<file path="src/rtl/iss_pkg.sv">
// Package: register map, field positions, reset values and timing counts of the synthesizer
package iss_pkg;
	localparam logic [11:0] ADDR_FB_DIV_LOW      = 12'h02A1;
	localparam logic [11:0] ADDR_FB_DIV_HIGH     = 12'h02A2;
	localparam logic [11:0] ADDR_OSC_GAIN_RES    = 12'h02A9;
	localparam logic [11:0] ADDR_OSC_CORE_BIAS   = 12'h02AA;
	localparam logic [11:0] ADDR_OSC_CAL_TRIGGER = 12'h02AB;
	localparam logic [11:0] ADDR_PUMP_CURRENT    = 12'h02AC;
	localparam logic [11:0] ADDR_PUMP_CAL_TRIG   = 12'h02AD;
	localparam logic [11:0] ADDR_OSC_VARACTOR    = 12'h02B7;
	localparam logic [11:0] ADDR_REF_DIV_SEL     = 12'h02BB;
	localparam logic [11:0] ADDR_CAL_LOCK_STATUS = 12'h02BC;

	localparam logic [7:0] RESET_BYTE = 8'h00;

	localparam int REF_DIV_MSB    = 7;
	localparam int REF_DIV_LSB    = 6;
	localparam int STAT_PUMP_DONE = 0;
	localparam int STAT_OSC_BUSY  = 1;
	localparam int STAT_LOCKED    = 3;

	// Reference divider codes
	localparam logic [1:0] REF_DIV1 = 2'h0;
	localparam logic [1:0] REF_DIV2 = 2'h1;
	localparam logic [1:0] REF_DIV4 = 2'h2;
	localparam logic [1:0] REF_MUL2 = 2'h3;

	localparam logic [5:0] PUMP_CODE_MAX = 6'h3F;

	// Clock rate and calibration durations at the lowest comparison frequency
	localparam int CLK_HZ          = 10_000_000;
	localparam int PUMP_CAL_US     = 4000;
	localparam int OSC_CAL_US      = 2000;
	localparam int PUMP_CAL_CYCLES = PUMP_CAL_US * (CLK_HZ / 1_000_000);
	localparam int OSC_CAL_CYCLES  = OSC_CAL_US * (CLK_HZ / 1_000_000);
	localparam int LOCK_CYCLES     = 16;
	localparam int CNT_W           = 20;

	typedef enum logic [1:0] {ISS_IDLE, ISS_PUMP_CAL, ISS_OSC_CAL, ISS_LOCKING} iss_state_t;
endpackage

</file>
<file path="src/rtl/iss_cal_timer.sv">
// Calibration timer: counts down a loaded cycle count and flags zero
`timescale 1ns/100ps
module iss_cal_timer
	import iss_pkg::*;
(
	input  wire logic             clk_i,
	input  wire logic             sys_rst_i,
	input  wire logic             load_i,
	input  wire logic [CNT_W-1:0] count_i,
	output logic                  zero_o
);
	logic [CNT_W-1:0] count;
	logic [CNT_W-1:0] next_count;

	always_comb begin
		next_count = count;
		if (load_i) begin
			next_count = count_i;
		end else if (count != '0) begin
			next_count = count - 1'b1;
		end
	end

	always_ff @(posedge clk_i) begin
		if (sys_rst_i) begin
			count <= '0;
		end else begin
			count <= next_count;
		end
	end

	assign zero_o = (count == '0);
endmodule

</file>
<file path="src/rtl/iss_synth_sequencer.sv">
// Integer-N synthesizer configuration registers, calibration sequencer and lock status
// Notes on behaviour
// (RULE1) Loop makes a 2.94 to 3.2 GHz converter clock from 10-320 MHz reference.
// (RULE2) Host keeps the comparison frequency within 10 to 80 MHz.
// (RULE3) Reference divider bits 7:6 decode to 1, 2, 4 or multiply by 2.
// (RULE4) Feedback count is twice converter clock over comparison frequency.
// (RULE5) Feedback divider low and high bytes combine into one count.
// (RULE6) Host loads pump current code, at most 63.
// (RULE7) Write to pump trigger register starts pump calibration.
// (RULE8) Status bit 0 sets when pump calibration has finished.
// (RULE9) Host waits at most 4 ms pump calibration at slowest comparison.
// (RULE10) Write to oscillator trigger register starts oscillator calibration.
// (RULE11) Status bit 1 high while oscillator calibration runs.
// (RULE12) Host allows 2 ms oscillator calibration at slowest comparison.
// (RULE13) Status bit 3 reports loop lock.
// (RULE14) Host configures synthesizer before enabling other blocks.
// (RULE15) Host waits for each calibration step before the next command.
// (RULE16) Host writes bias and varactor codes for the frequency range.
// (RULE17) At 3200 MHz host writes extra gain and pump codes.
// (RULE18) Status register read-only; done bits hold until next trigger.
`timescale 1ns/100ps
module iss_synth_sequencer
	import iss_pkg::*;
(
	input  wire logic        clk_i,
	input  wire logic        sys_rst_i,
	input  wire logic        reg_wr_i,
	input  wire logic        reg_rd_i,
	input  wire logic [11:0] reg_addr_i,
	input  wire logic [7:0]  reg_wdata_i,
	output logic [7:0]       reg_rdata_o,
	output logic [15:0]      feedback_count_o,
	output logic [1:0]       ref_div_code_o,
	output logic [3:0]       ref_div_ratio_x2_o,
	output logic [5:0]       pump_current_code_o,
	output logic [7:0]       oscillator_gain_o,
	output logic [7:0]       oscillator_bias_o,
	output logic [7:0]       oscillator_varactor_o,
	output logic             pump_cal_busy_o,
	output logic             osc_cal_busy_o,
	output logic             locked_o
);
	logic [7:0] fb_low, fb_high, gain_res, core_bias, osc_trig, pump_cur, pump_trig;
	logic [7:0] varactor, ref_sel, rdata;
	logic [7:0] next_fb_low, next_fb_high, next_gain_res, next_core_bias, next_osc_trig;
	logic [7:0] next_pump_cur, next_pump_trig, next_varactor, next_ref_sel, next_rdata;
	logic       pump_done, osc_busy, locked;
	logic       next_pump_done, next_osc_busy, next_locked;
	iss_state_t state, next_state;
	logic             tmr_load;
	logic [CNT_W-1:0] tmr_count;
	logic             tmr_zero;
	logic             wr_pump, wr_osc;

	assign wr_pump = reg_wr_i && (reg_addr_i == ADDR_PUMP_CAL_TRIG);
	assign wr_osc  = reg_wr_i && (reg_addr_i == ADDR_OSC_CAL_TRIGGER);

	iss_cal_timer u_timer (
		.clk_i     (clk_i),
		.sys_rst_i (sys_rst_i),
		.load_i    (tmr_load),
		.count_i   (tmr_count),
		.zero_o    (tmr_zero)
	);

	// Register writes; status address is absent so writes to it are dropped
	always_comb begin
		next_fb_low    = fb_low;
		next_fb_high   = fb_high;
		next_gain_res  = gain_res;
		next_core_bias = core_bias;
		next_osc_trig  = osc_trig;
		next_pump_cur  = pump_cur;
		next_pump_trig = pump_trig;
		next_varactor  = varactor;
		next_ref_sel   = ref_sel;
		if (reg_wr_i) begin
			case (reg_addr_i)
				ADDR_FB_DIV_LOW:      next_fb_low = reg_wdata_i; // RULE5
				ADDR_FB_DIV_HIGH:     next_fb_high = reg_wdata_i; // RULE5
				ADDR_OSC_GAIN_RES:    next_gain_res = reg_wdata_i;
				ADDR_OSC_CORE_BIAS:   next_core_bias = reg_wdata_i;
				ADDR_OSC_CAL_TRIGGER: next_osc_trig = reg_wdata_i;
				ADDR_PUMP_CURRENT:    next_pump_cur = reg_wdata_i;
				ADDR_PUMP_CAL_TRIG:   next_pump_trig = reg_wdata_i;
				ADDR_OSC_VARACTOR:    next_varactor = reg_wdata_i;
				ADDR_REF_DIV_SEL:     next_ref_sel = reg_wdata_i;
				default:              next_fb_low = fb_low; // RULE18
			endcase
		end
	end

	// Read mux, registered; unmapped addresses read zero
	always_comb begin
		next_rdata = rdata;
		if (reg_rd_i) begin
			case (reg_addr_i)
				ADDR_FB_DIV_LOW:      next_rdata = fb_low;
				ADDR_FB_DIV_HIGH:     next_rdata = fb_high;
				ADDR_OSC_GAIN_RES:    next_rdata = gain_res;
				ADDR_OSC_CORE_BIAS:   next_rdata = core_bias;
				ADDR_OSC_CAL_TRIGGER: next_rdata = osc_trig;
				ADDR_PUMP_CURRENT:    next_rdata = pump_cur;
				ADDR_PUMP_CAL_TRIG:   next_rdata = pump_trig;
				ADDR_OSC_VARACTOR:    next_rdata = varactor;
				ADDR_REF_DIV_SEL:     next_rdata = ref_sel;
				ADDR_CAL_LOCK_STATUS: begin
					next_rdata = RESET_BYTE;
					next_rdata[STAT_PUMP_DONE] = pump_done; // RULE8
					next_rdata[STAT_OSC_BUSY]  = osc_busy; // RULE11
					next_rdata[STAT_LOCKED]    = locked; // RULE13
				end
				default:              next_rdata = RESET_BYTE;
			endcase
		end
	end

	// Calibration sequencer; a new trigger restarts the timer and the step
	always_comb begin
		next_state     = state;
		next_pump_done = pump_done;
		next_osc_busy  = osc_busy;
		next_locked    = locked;
		tmr_load       = 1'b0;
		tmr_count      = '0;
		if (wr_pump) begin
			next_state     = ISS_PUMP_CAL; // RULE7
			next_pump_done = 1'b0; // RULE18
			next_osc_busy  = 1'b0;
			next_locked    = 1'b0;
			tmr_load       = 1'b1;
			tmr_count      = CNT_W'(PUMP_CAL_CYCLES);
		end else if (wr_osc) begin
			next_state    = ISS_OSC_CAL; // RULE10
			next_osc_busy = 1'b1; // RULE11
			next_locked   = 1'b0;
			tmr_load      = 1'b1;
			tmr_count     = CNT_W'(OSC_CAL_CYCLES);
		end else begin
			case (state)
				ISS_IDLE: next_state = ISS_IDLE;
				ISS_PUMP_CAL: begin
					if (tmr_zero) begin
						next_pump_done = 1'b1; // RULE8
						next_state     = ISS_IDLE;
					end
				end
				ISS_OSC_CAL: begin
					if (tmr_zero) begin
						next_osc_busy = 1'b0; // RULE11
						next_state    = ISS_LOCKING;
						tmr_load      = 1'b1;
						tmr_count     = CNT_W'(LOCK_CYCLES);
					end
				end
				ISS_LOCKING: begin
					// Lock only follows a completed oscillator calibration
					if (tmr_zero) begin
						next_locked = 1'b1; // RULE13
						next_state  = ISS_IDLE;
					end
				end
				default: next_state = ISS_IDLE;
			endcase
		end
	end

	always_ff @(posedge clk_i) begin
		if (sys_rst_i) begin
			fb_low    <= RESET_BYTE;
			fb_high   <= RESET_BYTE;
			gain_res  <= RESET_BYTE;
			core_bias <= RESET_BYTE;
			osc_trig  <= RESET_BYTE;
			pump_cur  <= RESET_BYTE;
			pump_trig <= RESET_BYTE;
			varactor  <= RESET_BYTE;
			ref_sel   <= RESET_BYTE;
			rdata     <= RESET_BYTE;
			pump_done <= 1'b0;
			osc_busy  <= 1'b0;
			locked    <= 1'b0;
			state     <= ISS_IDLE;
		end else begin
			fb_low    <= next_fb_low;
			fb_high   <= next_fb_high;
			gain_res  <= next_gain_res;
			core_bias <= next_core_bias;
			osc_trig  <= next_osc_trig;
			pump_cur  <= next_pump_cur;
			pump_trig <= next_pump_trig;
			varactor  <= next_varactor;
			ref_sel   <= next_ref_sel;
			rdata     <= next_rdata;
			pump_done <= next_pump_done;
			osc_busy  <= next_osc_busy;
			locked    <= next_locked;
			state     <= next_state;
		end
	end

	// Ratio times two, so the multiply-by-two code fits as 1 (half)
	always_comb begin
		case (ref_sel[REF_DIV_MSB:REF_DIV_LSB])
			REF_DIV1: ref_div_ratio_x2_o = 4'h2; // RULE3
			REF_DIV2: ref_div_ratio_x2_o = 4'h4; // RULE3
			REF_DIV4: ref_div_ratio_x2_o = 4'h8; // RULE3
			REF_MUL2: ref_div_ratio_x2_o = 4'h1; // RULE3
			default:  ref_div_ratio_x2_o = 4'h2;
		endcase
	end

	// Raw code kept as well for blocks that decode the field themselves
	assign ref_div_code_o        = ref_sel[REF_DIV_MSB:REF_DIV_LSB];
	assign feedback_count_o      = {fb_high, fb_low}; // RULE4 RULE1
	assign pump_current_code_o   = pump_cur[5:0] & PUMP_CODE_MAX;
	assign oscillator_gain_o     = gain_res;
	assign oscillator_bias_o     = core_bias;
	assign oscillator_varactor_o = varactor;
	assign reg_rdata_o           = rdata;
	assign pump_cal_busy_o       = (state == ISS_PUMP_CAL);
	assign osc_cal_busy_o        = osc_busy;
	assign locked_o              = locked;
endmodule

</file>
<file path="config.mk">
export PLATFORM = sky130hd
export DESIGN_NAME = iss_synth_sequencer
export DESIGN_NICKNAME = d
export VERILOG_FILES = /design/src/rtl/iss_pkg.sv /design/src/rtl/iss_cal_timer.sv /design/src/rtl/iss_synth_sequencer.sv
export SDC_FILE = /design/constraint.sdc
export NUM_CORES = 1
export LEC_CHECK = 0
export BUFFER_PORTS_ARGS = -buffer_cell sky130_fd_sc_hd__buf_2
export CAP_MARGIN = 10
export CORE_ASPECT_RATIO = 0.6
export CORE_MARGIN = 3
export CORE_UTILIZATION = 60
export DETAILED_ROUTE_END_ITERATION = 10
export MAX_ROUTING_LAYER = met4
export PLACE_DENSITY = 0.84
export SYNTH_ARGS = -nofsm -noshare
export SYNTH_HDL_FRONTEND = slang
export SYNTH_SLANG_ARGS = --single-unit
</file>
<file path="constraint.sdc">
create_clock -name clk_i -period 5.6 [get_ports clk_i]
set_input_delay 1.12 -clock clk_i [delete_from_list [all_inputs] [get_ports clk_i]]
set_output_delay 1.12 -clock clk_i [all_outputs]
set_load 0.03 [all_outputs]
</file>
Word level (Yosys, flattened, before mapping)
Index checks and enable logic that the tools add are counted.
{"block": "word_totals", "ff_bits": 105, "latch_bits": 0, "ramBits": 0, "rom_bits": 0, "inputBits": 24, "output_inout_bits": 63, "wordCells": 84, "memories": 0}
{"block": "classes", "n_addsub": 1, "mul": 0, "n_div": 0, "magnitude_cmp": 0, "eq_ne": 20, "n_shift": 0, "mux": 20, "bitwise": 1, "reduce_logical": 26}
{"operator": "$eq 12x10->1 const B", "count": 10}
{"operator": "$pmux 8 s10", "count": 1}
{"operator": "$mux 20", "count": 2}
{"operator": "$reduce_and 2->1", "count": 13}
{"operator": "$logic_not 20->1", "count": 1}
{"operator": "$reduce_bool 20->1", "count": 1}
{"operator": "$sub 20x1->20 const B", "count": 1}
{"operator": "$mux 16", "count": 1}
{"operator": "$pmux 4 s4", "count": 1}
{"operator": "$mux 15", "count": 1}
{"operator": "$mux 5", "count": 2}
{"operator": "$eq 2x2->1 const B", "count": 4}
{"operator": "$mux 1", "count": 8}
{"operator": "$mux 2", "count": 3}
{"operator": "$pmux 2 s3", "count": 1}
{"operator": "$reduce_bool 2->1", "count": 3}
{"operator": "$eq 2x1->1 const B", "count": 2}
{"operator": "$logic_not 2->1", "count": 2}
{"operator": "$ne 4x1->1 const B", "count": 1}
{"operator": "$ne 4x4->1 const B", "count": 1}
{"operator": "$reduce_or 2->1", "count": 2}
{"operator": "$ne 3x1->1 const B", "count": 1}
{"operator": "$ne 3x3->1 const B", "count": 1}
{"operator": "$reduce_and 3->1", "count": 1}
{"operator": "other kinds (3)", "count": 4}

Depth between registers and ports, before layout
{"block": "logic_depth", "ltp_word": 6, "ltp_mapped": 9, "depth_no_buf": 7}

Cells and area by module
A second synthesis with hierarchy kept.
{"block": "hier_totals", "hier_cells": 613, "hier_area_um2": 5173.7}
{"mod": "iss_synth_sequencer", "instances": 1, "cells_per_inst": 491, "area_each_um2": 4092.7, "seq_area_each_um2": 1701.6}
{"mod": "iss_cal_timer", "instances": 1, "cells_per_inst": 122, "area_each_um2": 1081.0, "seq_area_each_um2": 400.4}

Least setup slack after synthesis
No wires, ideal clock.
{"block": "synth_timing", "kind": "input port to flip-flop", "from": "input reg_addr_i[11]", "to": "register pump_trig[3]", "setup_time_ps": 128, "t_arrival_ps": 2491, "t_required_ps": 5472, "slack_ps": 2982, "stages": 7, "n_path_buf": 2, "path_cell_list": "and4bb_2 -> and3_1 -> buf_2 -> nand4_1 -> buf_2 -> mux2i_1 -> nor2_1"}
{"block": "synth_via", "elab_chain_len": 2}
{"item": "start, declared", "line_no": "iss_synth_sequencer.sv:29", "rtl": "input wire logic [11:0] reg_addr_i,"}
{"item": "$eq 12x10->1", "line_no": "iss_synth_sequencer.sv:78", "rtl": "case (reg_addr_i)"}
{"item": "$reduce_and 2->1 (no line)"}
{"item": "end signal, assigned", "line_no": "iss_synth_sequencer.sv:191", "rtl": "pump_trig <= next_pump_trig;"}
{"item": "end, declared", "line_no": "iss_synth_sequencer.sv:43", "rtl": "logic [7:0] fb_low, fb_high, gain_res, core_bias, osc_trig, pump_cur, pump_trig;"}
No other way between the ends.
A chain may end at the register's enable or synchronous reset.

Worst setup path in the final report
{"block": "layout_timing", "from": "input reg_addr_i[6]", "to": "register u_timer.count[9]"}
{"block": "layout_via", "elab_chain_len": 5, "elab_cells_between_ends": 10, "cone_classes": "2 x eq/ne; 5 x mux; 3 x reduce/logical"}
{"item": "$eq 12x10->1", "line_no": "iss_synth_sequencer.sv:56", "rtl": "assign wr_osc = reg_wr_i && (reg_addr_i == ADDR_OSC_CAL_TRIGGER);"}
{"item": "$logic_and 1x1->1", "line_no": "iss_synth_sequencer.sv:56"}
{"item": "$mux 15 or $mux 1 (tied branches)", "line_no": "iss_synth_sequencer.sv:133", "rtl": "end else if (wr_osc) begin"}
{"item": "$mux 16 or $mux 1 (tied branches)", "line_no": "iss_synth_sequencer.sv:126", "rtl": "if (wr_pump) begin"}
{"item": "$mux 20 or $reduce_bool 2->1 (tied branches)"}
{"item": "end signal, assigned", "line_no": "iss_cal_timer.sv:28", "rtl": "count <= next_count;"}
{"item": "end, declared", "line_no": "iss_cal_timer.sv:12", "rtl": "logic [CNT_W-1:0] count;"}
Several ways; a longest one is shown, not always the timed one.

==> flow_metrics.tcl <==
set metrics [dict create \
    cp-end-kind "flip-flop" \
    root_buffer "clkbuf_16" \
    p_leak_nw 2.59 \
    via_per_inst 6.47 \
    die_w_um 126 \
    layout-drive-gt1-share 0.196 \
    slowest_stage "nand4_1" \
    setup_viol 0 \
    cts_tree "yes" \
    rsz0062_at_grt "false" \
    dr_wl_met3_um 2060 \
    clock_sinks 105 \
    ff2ff_setup_slack_ps 3170 \
    cts_made_buffers 9 \
    vias 4883 \
    hp-class "reg2reg" \
    fin_cells 755 \
    num_rows 25 \
    clk_pin_slew_worst_paths_ps 70 \
    antenna_cells 0 \
    power.density_nw_per_um2 358 \
    grt_pass1_vias 4604 \
    postPlaceCellArea_um2 5520 \
    holdBufCountCts 0 \
    max_stage_delay_ps 840 \
    total_power_mw 2.08 \
    dpl.cell_count 739 \
    crit_fanout 17 \
    ys_ff_latch 105 \
    numPortBuffers 86 \
    synthTopCellsByArea "dfxtp_1 (41%), mux2i_1 (13%), nor2_1 (5.2%)" \
    cp-start-kind "input port" \
    drt-met1-wl_um 6610 \
    arrival_ps 3550 \
    yosys.area.top_type_share 0.406 \
    fmax_ghz 0.298 \
    htree_num_levels 3 \
    hold_violations 0 \
    totalWireLength_um 15200 \
    async_flop_share 0 \
    wl_met2_um 6240 \
    ant_nets 0 \
    cts_setup_buffers 0 \
    drt_iter0_markers 684 \
    period_needed_ps 3360 \
    hold_slack_ps 454 \
    multi_input_area_um2 2810 \
    fin_area_um2 5800 \
    place_congestion 0.994 \
    yosysWarnings 0 \
    ys_types 62 \
    clockBufferDepth 2 \
    initial_utilization 0.636 \
    regArea_um2 2100 \
    crit_type "in2reg" \
    worst_ir_drop_vdd_uv 184 \
    die_area_um2 9800 \
    fillers 647 \
    dpl.hpwl_um 10800 \
    antenna_found_initial 0 \
    synth_top_flop_cell "dfxtp_1" \
    die_height_um 77.9 \
    core_area_um2 8130 \
    netlist_instances 594 \
    grt_overflow 0 \
    gr-usage-all-layers 0.323 \
    fin_crit_sh 0.600 \
    slew_headroom 0.339 \
    clk_latency_ps 350 \
    cp_cell_sequence "buf_2 -> nor3b_2 -> and3_1 -> nand4_1 -> nand3_1 -> a21oi_1" \
    synth_edf_count 0 \
    avgRoutedWirePerCell_um 20.2 \
    postCtsResizedCells 0 \
    synth_fp_nets 620 \
    top_layer_used "met4" \
    synth-seq-area-share 0.406 \
    tns_ps 0 \
    boundaryPins 87 \
    grt_max_degree 58 \
    avgSynthCellArea_um2 8.71 \
    required_ps 5790 \
    outcome "finished clean" \
    skew_ps 7.02 \
    area_delta_synth_final_pct 12.1 \
    grt_pass1_wl_um 24300 \
    yosys.area.top_type "dfxtp_1" \
    drv_cap 0 \
    worst_pin_slew_ps 990 \
    drv_slew 0 \
    netlist_area_um2 5170 \
    drcViolationCount 0 \
    fin_nets 668 \
    drt_pass1_iterations 6 \
]
-- power by group --
group          internal (mW)  leakage, nW  total [mW]  switching, mW
Clock                  0.320        0.135       0.608          0.288
Combinational          0.237         1.61       0.578          0.341
Sequential             0.812        0.848       0.891         0.0788
Total                   1.37         2.59        2.08          0.708
-- synthesized netlist by cell type (all sizes together) (3+ instances only) --
| cell type | number |
|---|---|
| o22ai | 3 |
| a22oi | 20 |
| a21oi | 40 |
| mux2 | 4 |
| or3 | 8 |
| nor3b | 4 |
| nor4bb | 3 |
| o31ai | 3 |
| buf | 21 |
| a31oi | 3 |
| inv | 7 |
| and4 | 3 |
| and2 | 4 |
| o21ai | 16 |
| nand4 | 11 |
| dfxtp | 105 |
| nand2b | 7 |
| nand4b | 3 |
| nor2 | 73 |
| a211oi | 3 |
| clkbuf | 30 |
| xnor2 | 10 |
| nor4 | 7 |
| o32ai | 5 |
| o221ai | 3 |
| nand2 | 58 |
| nor2b | 6 |
| mux2i | 69 |
| or2 | 5 |
| nor3 | 13 |
| nand3 | 18 |
-- path summary, 6_finish.rpt --
path	from	endpoint	cells past startpoint
worst max register to register	u_timer.count[0]$_SDFFE_PP0P_	u_timer.count[13]$_SDFFE_PP0P_	7
worst min register to register	osc_trig[6]$_SDFFE_PP0P_	osc_trig[6]$_SDFFE_PP0P_	2
worst max-delay path	reg_addr_i[6]	u_timer.count[9]$_SDFFE_PP0P_	6
worst min-delay path	osc_trig[6]$_SDFFE_PP0P_	osc_trig[6]$_SDFFE_PP0P_	2
-- through the flow --
stage / worst slack [ps] / utilization
finish: 2240 / 0.713
global route: 2060 / 0.713
CTS: 2310 / 0.713
detailed placement: 1970 / 0.678
global placement: 2110 / 0.678
floorplan: 2980 / -
-- cells by family (layout without fill, tap and decap cells) --
| group | count (synthesis) | count (layout) | share of synthesized area |
|---|---|---|---|
| simple gates | 234 | 234 | 0.239 |
| compound gates | 111 | 111 | 0.138 |
| flops | 105 | 105 | 0.406 |
| mux | 73 | 73 | 0.142 |
| buf+inv | 58 | 111 | 0.0508 |
| xor+xnor | 11 | 11 | 0.0186 |
| fa+ha+maj | 2 | 2 | 0.00484 |
-- layout make-up --
class	count	area share
inverter	7	0.00453
clock buffer	12	0.0425
multi-input combinational	431	0.484
timing repair buffer	88	0.0768
sequential	105	0.363
tap	108	0.0233
clock inverter	4	0.00626
-- state kept, by name, summed over array words and instances (netlist names) --
signal and cells:
u_timer.count 20, fb_high 8, fb_low 8, osc_trig 8, oscillator_bias_o 8, oscillator_gain_o 8
oscillator_varactor_o 8, pump_cur 8, pump_trig 8, ref_sel 8, reg_rdata_o 8, state 2
locked_o 1, osc_cal_busy_o 1, pump_done 1
-- layout by cell type (no fill, tap or decap), types with 6 or more instances in the layout --
| cell | instances |
|---|---|
| o21ai_0 | 16 |
| clkbuf_16 | 9 |
| nor2b_1 | 6 |
| mux2i_1 | 69 |
| nand3_1 | 17 |
| or3_1 | 7 |
| dfxtp_1 | 105 |
| buf_2 | 86 |
| nand4_1 | 8 |
| nor3_1 | 13 |
| a21oi_1 | 40 |
| nand2b_1 | 7 |
| inv_1 | 7 |
| a22oi_1 | 20 |
| xnor2_1 | 10 |
| nand2_1 | 57 |
| nor2_1 | 72 |
-- layer usage --
layer	up-vias	global-route usage
met5	-	-
met4	0	0.105
met3	38	0.113
met2	315	0.446
met1	2306	0.441
li1	2224	-
-- critical path, delay by kind of cell --
family | cells | cell delay (ps)
and+or+nand+nor | 4 | 2180
buffers and inverters | 1 | 120
AOI/OAI and AO/OA | 1 | 120
Note: power is estimated with default switching activity, not from simulation.
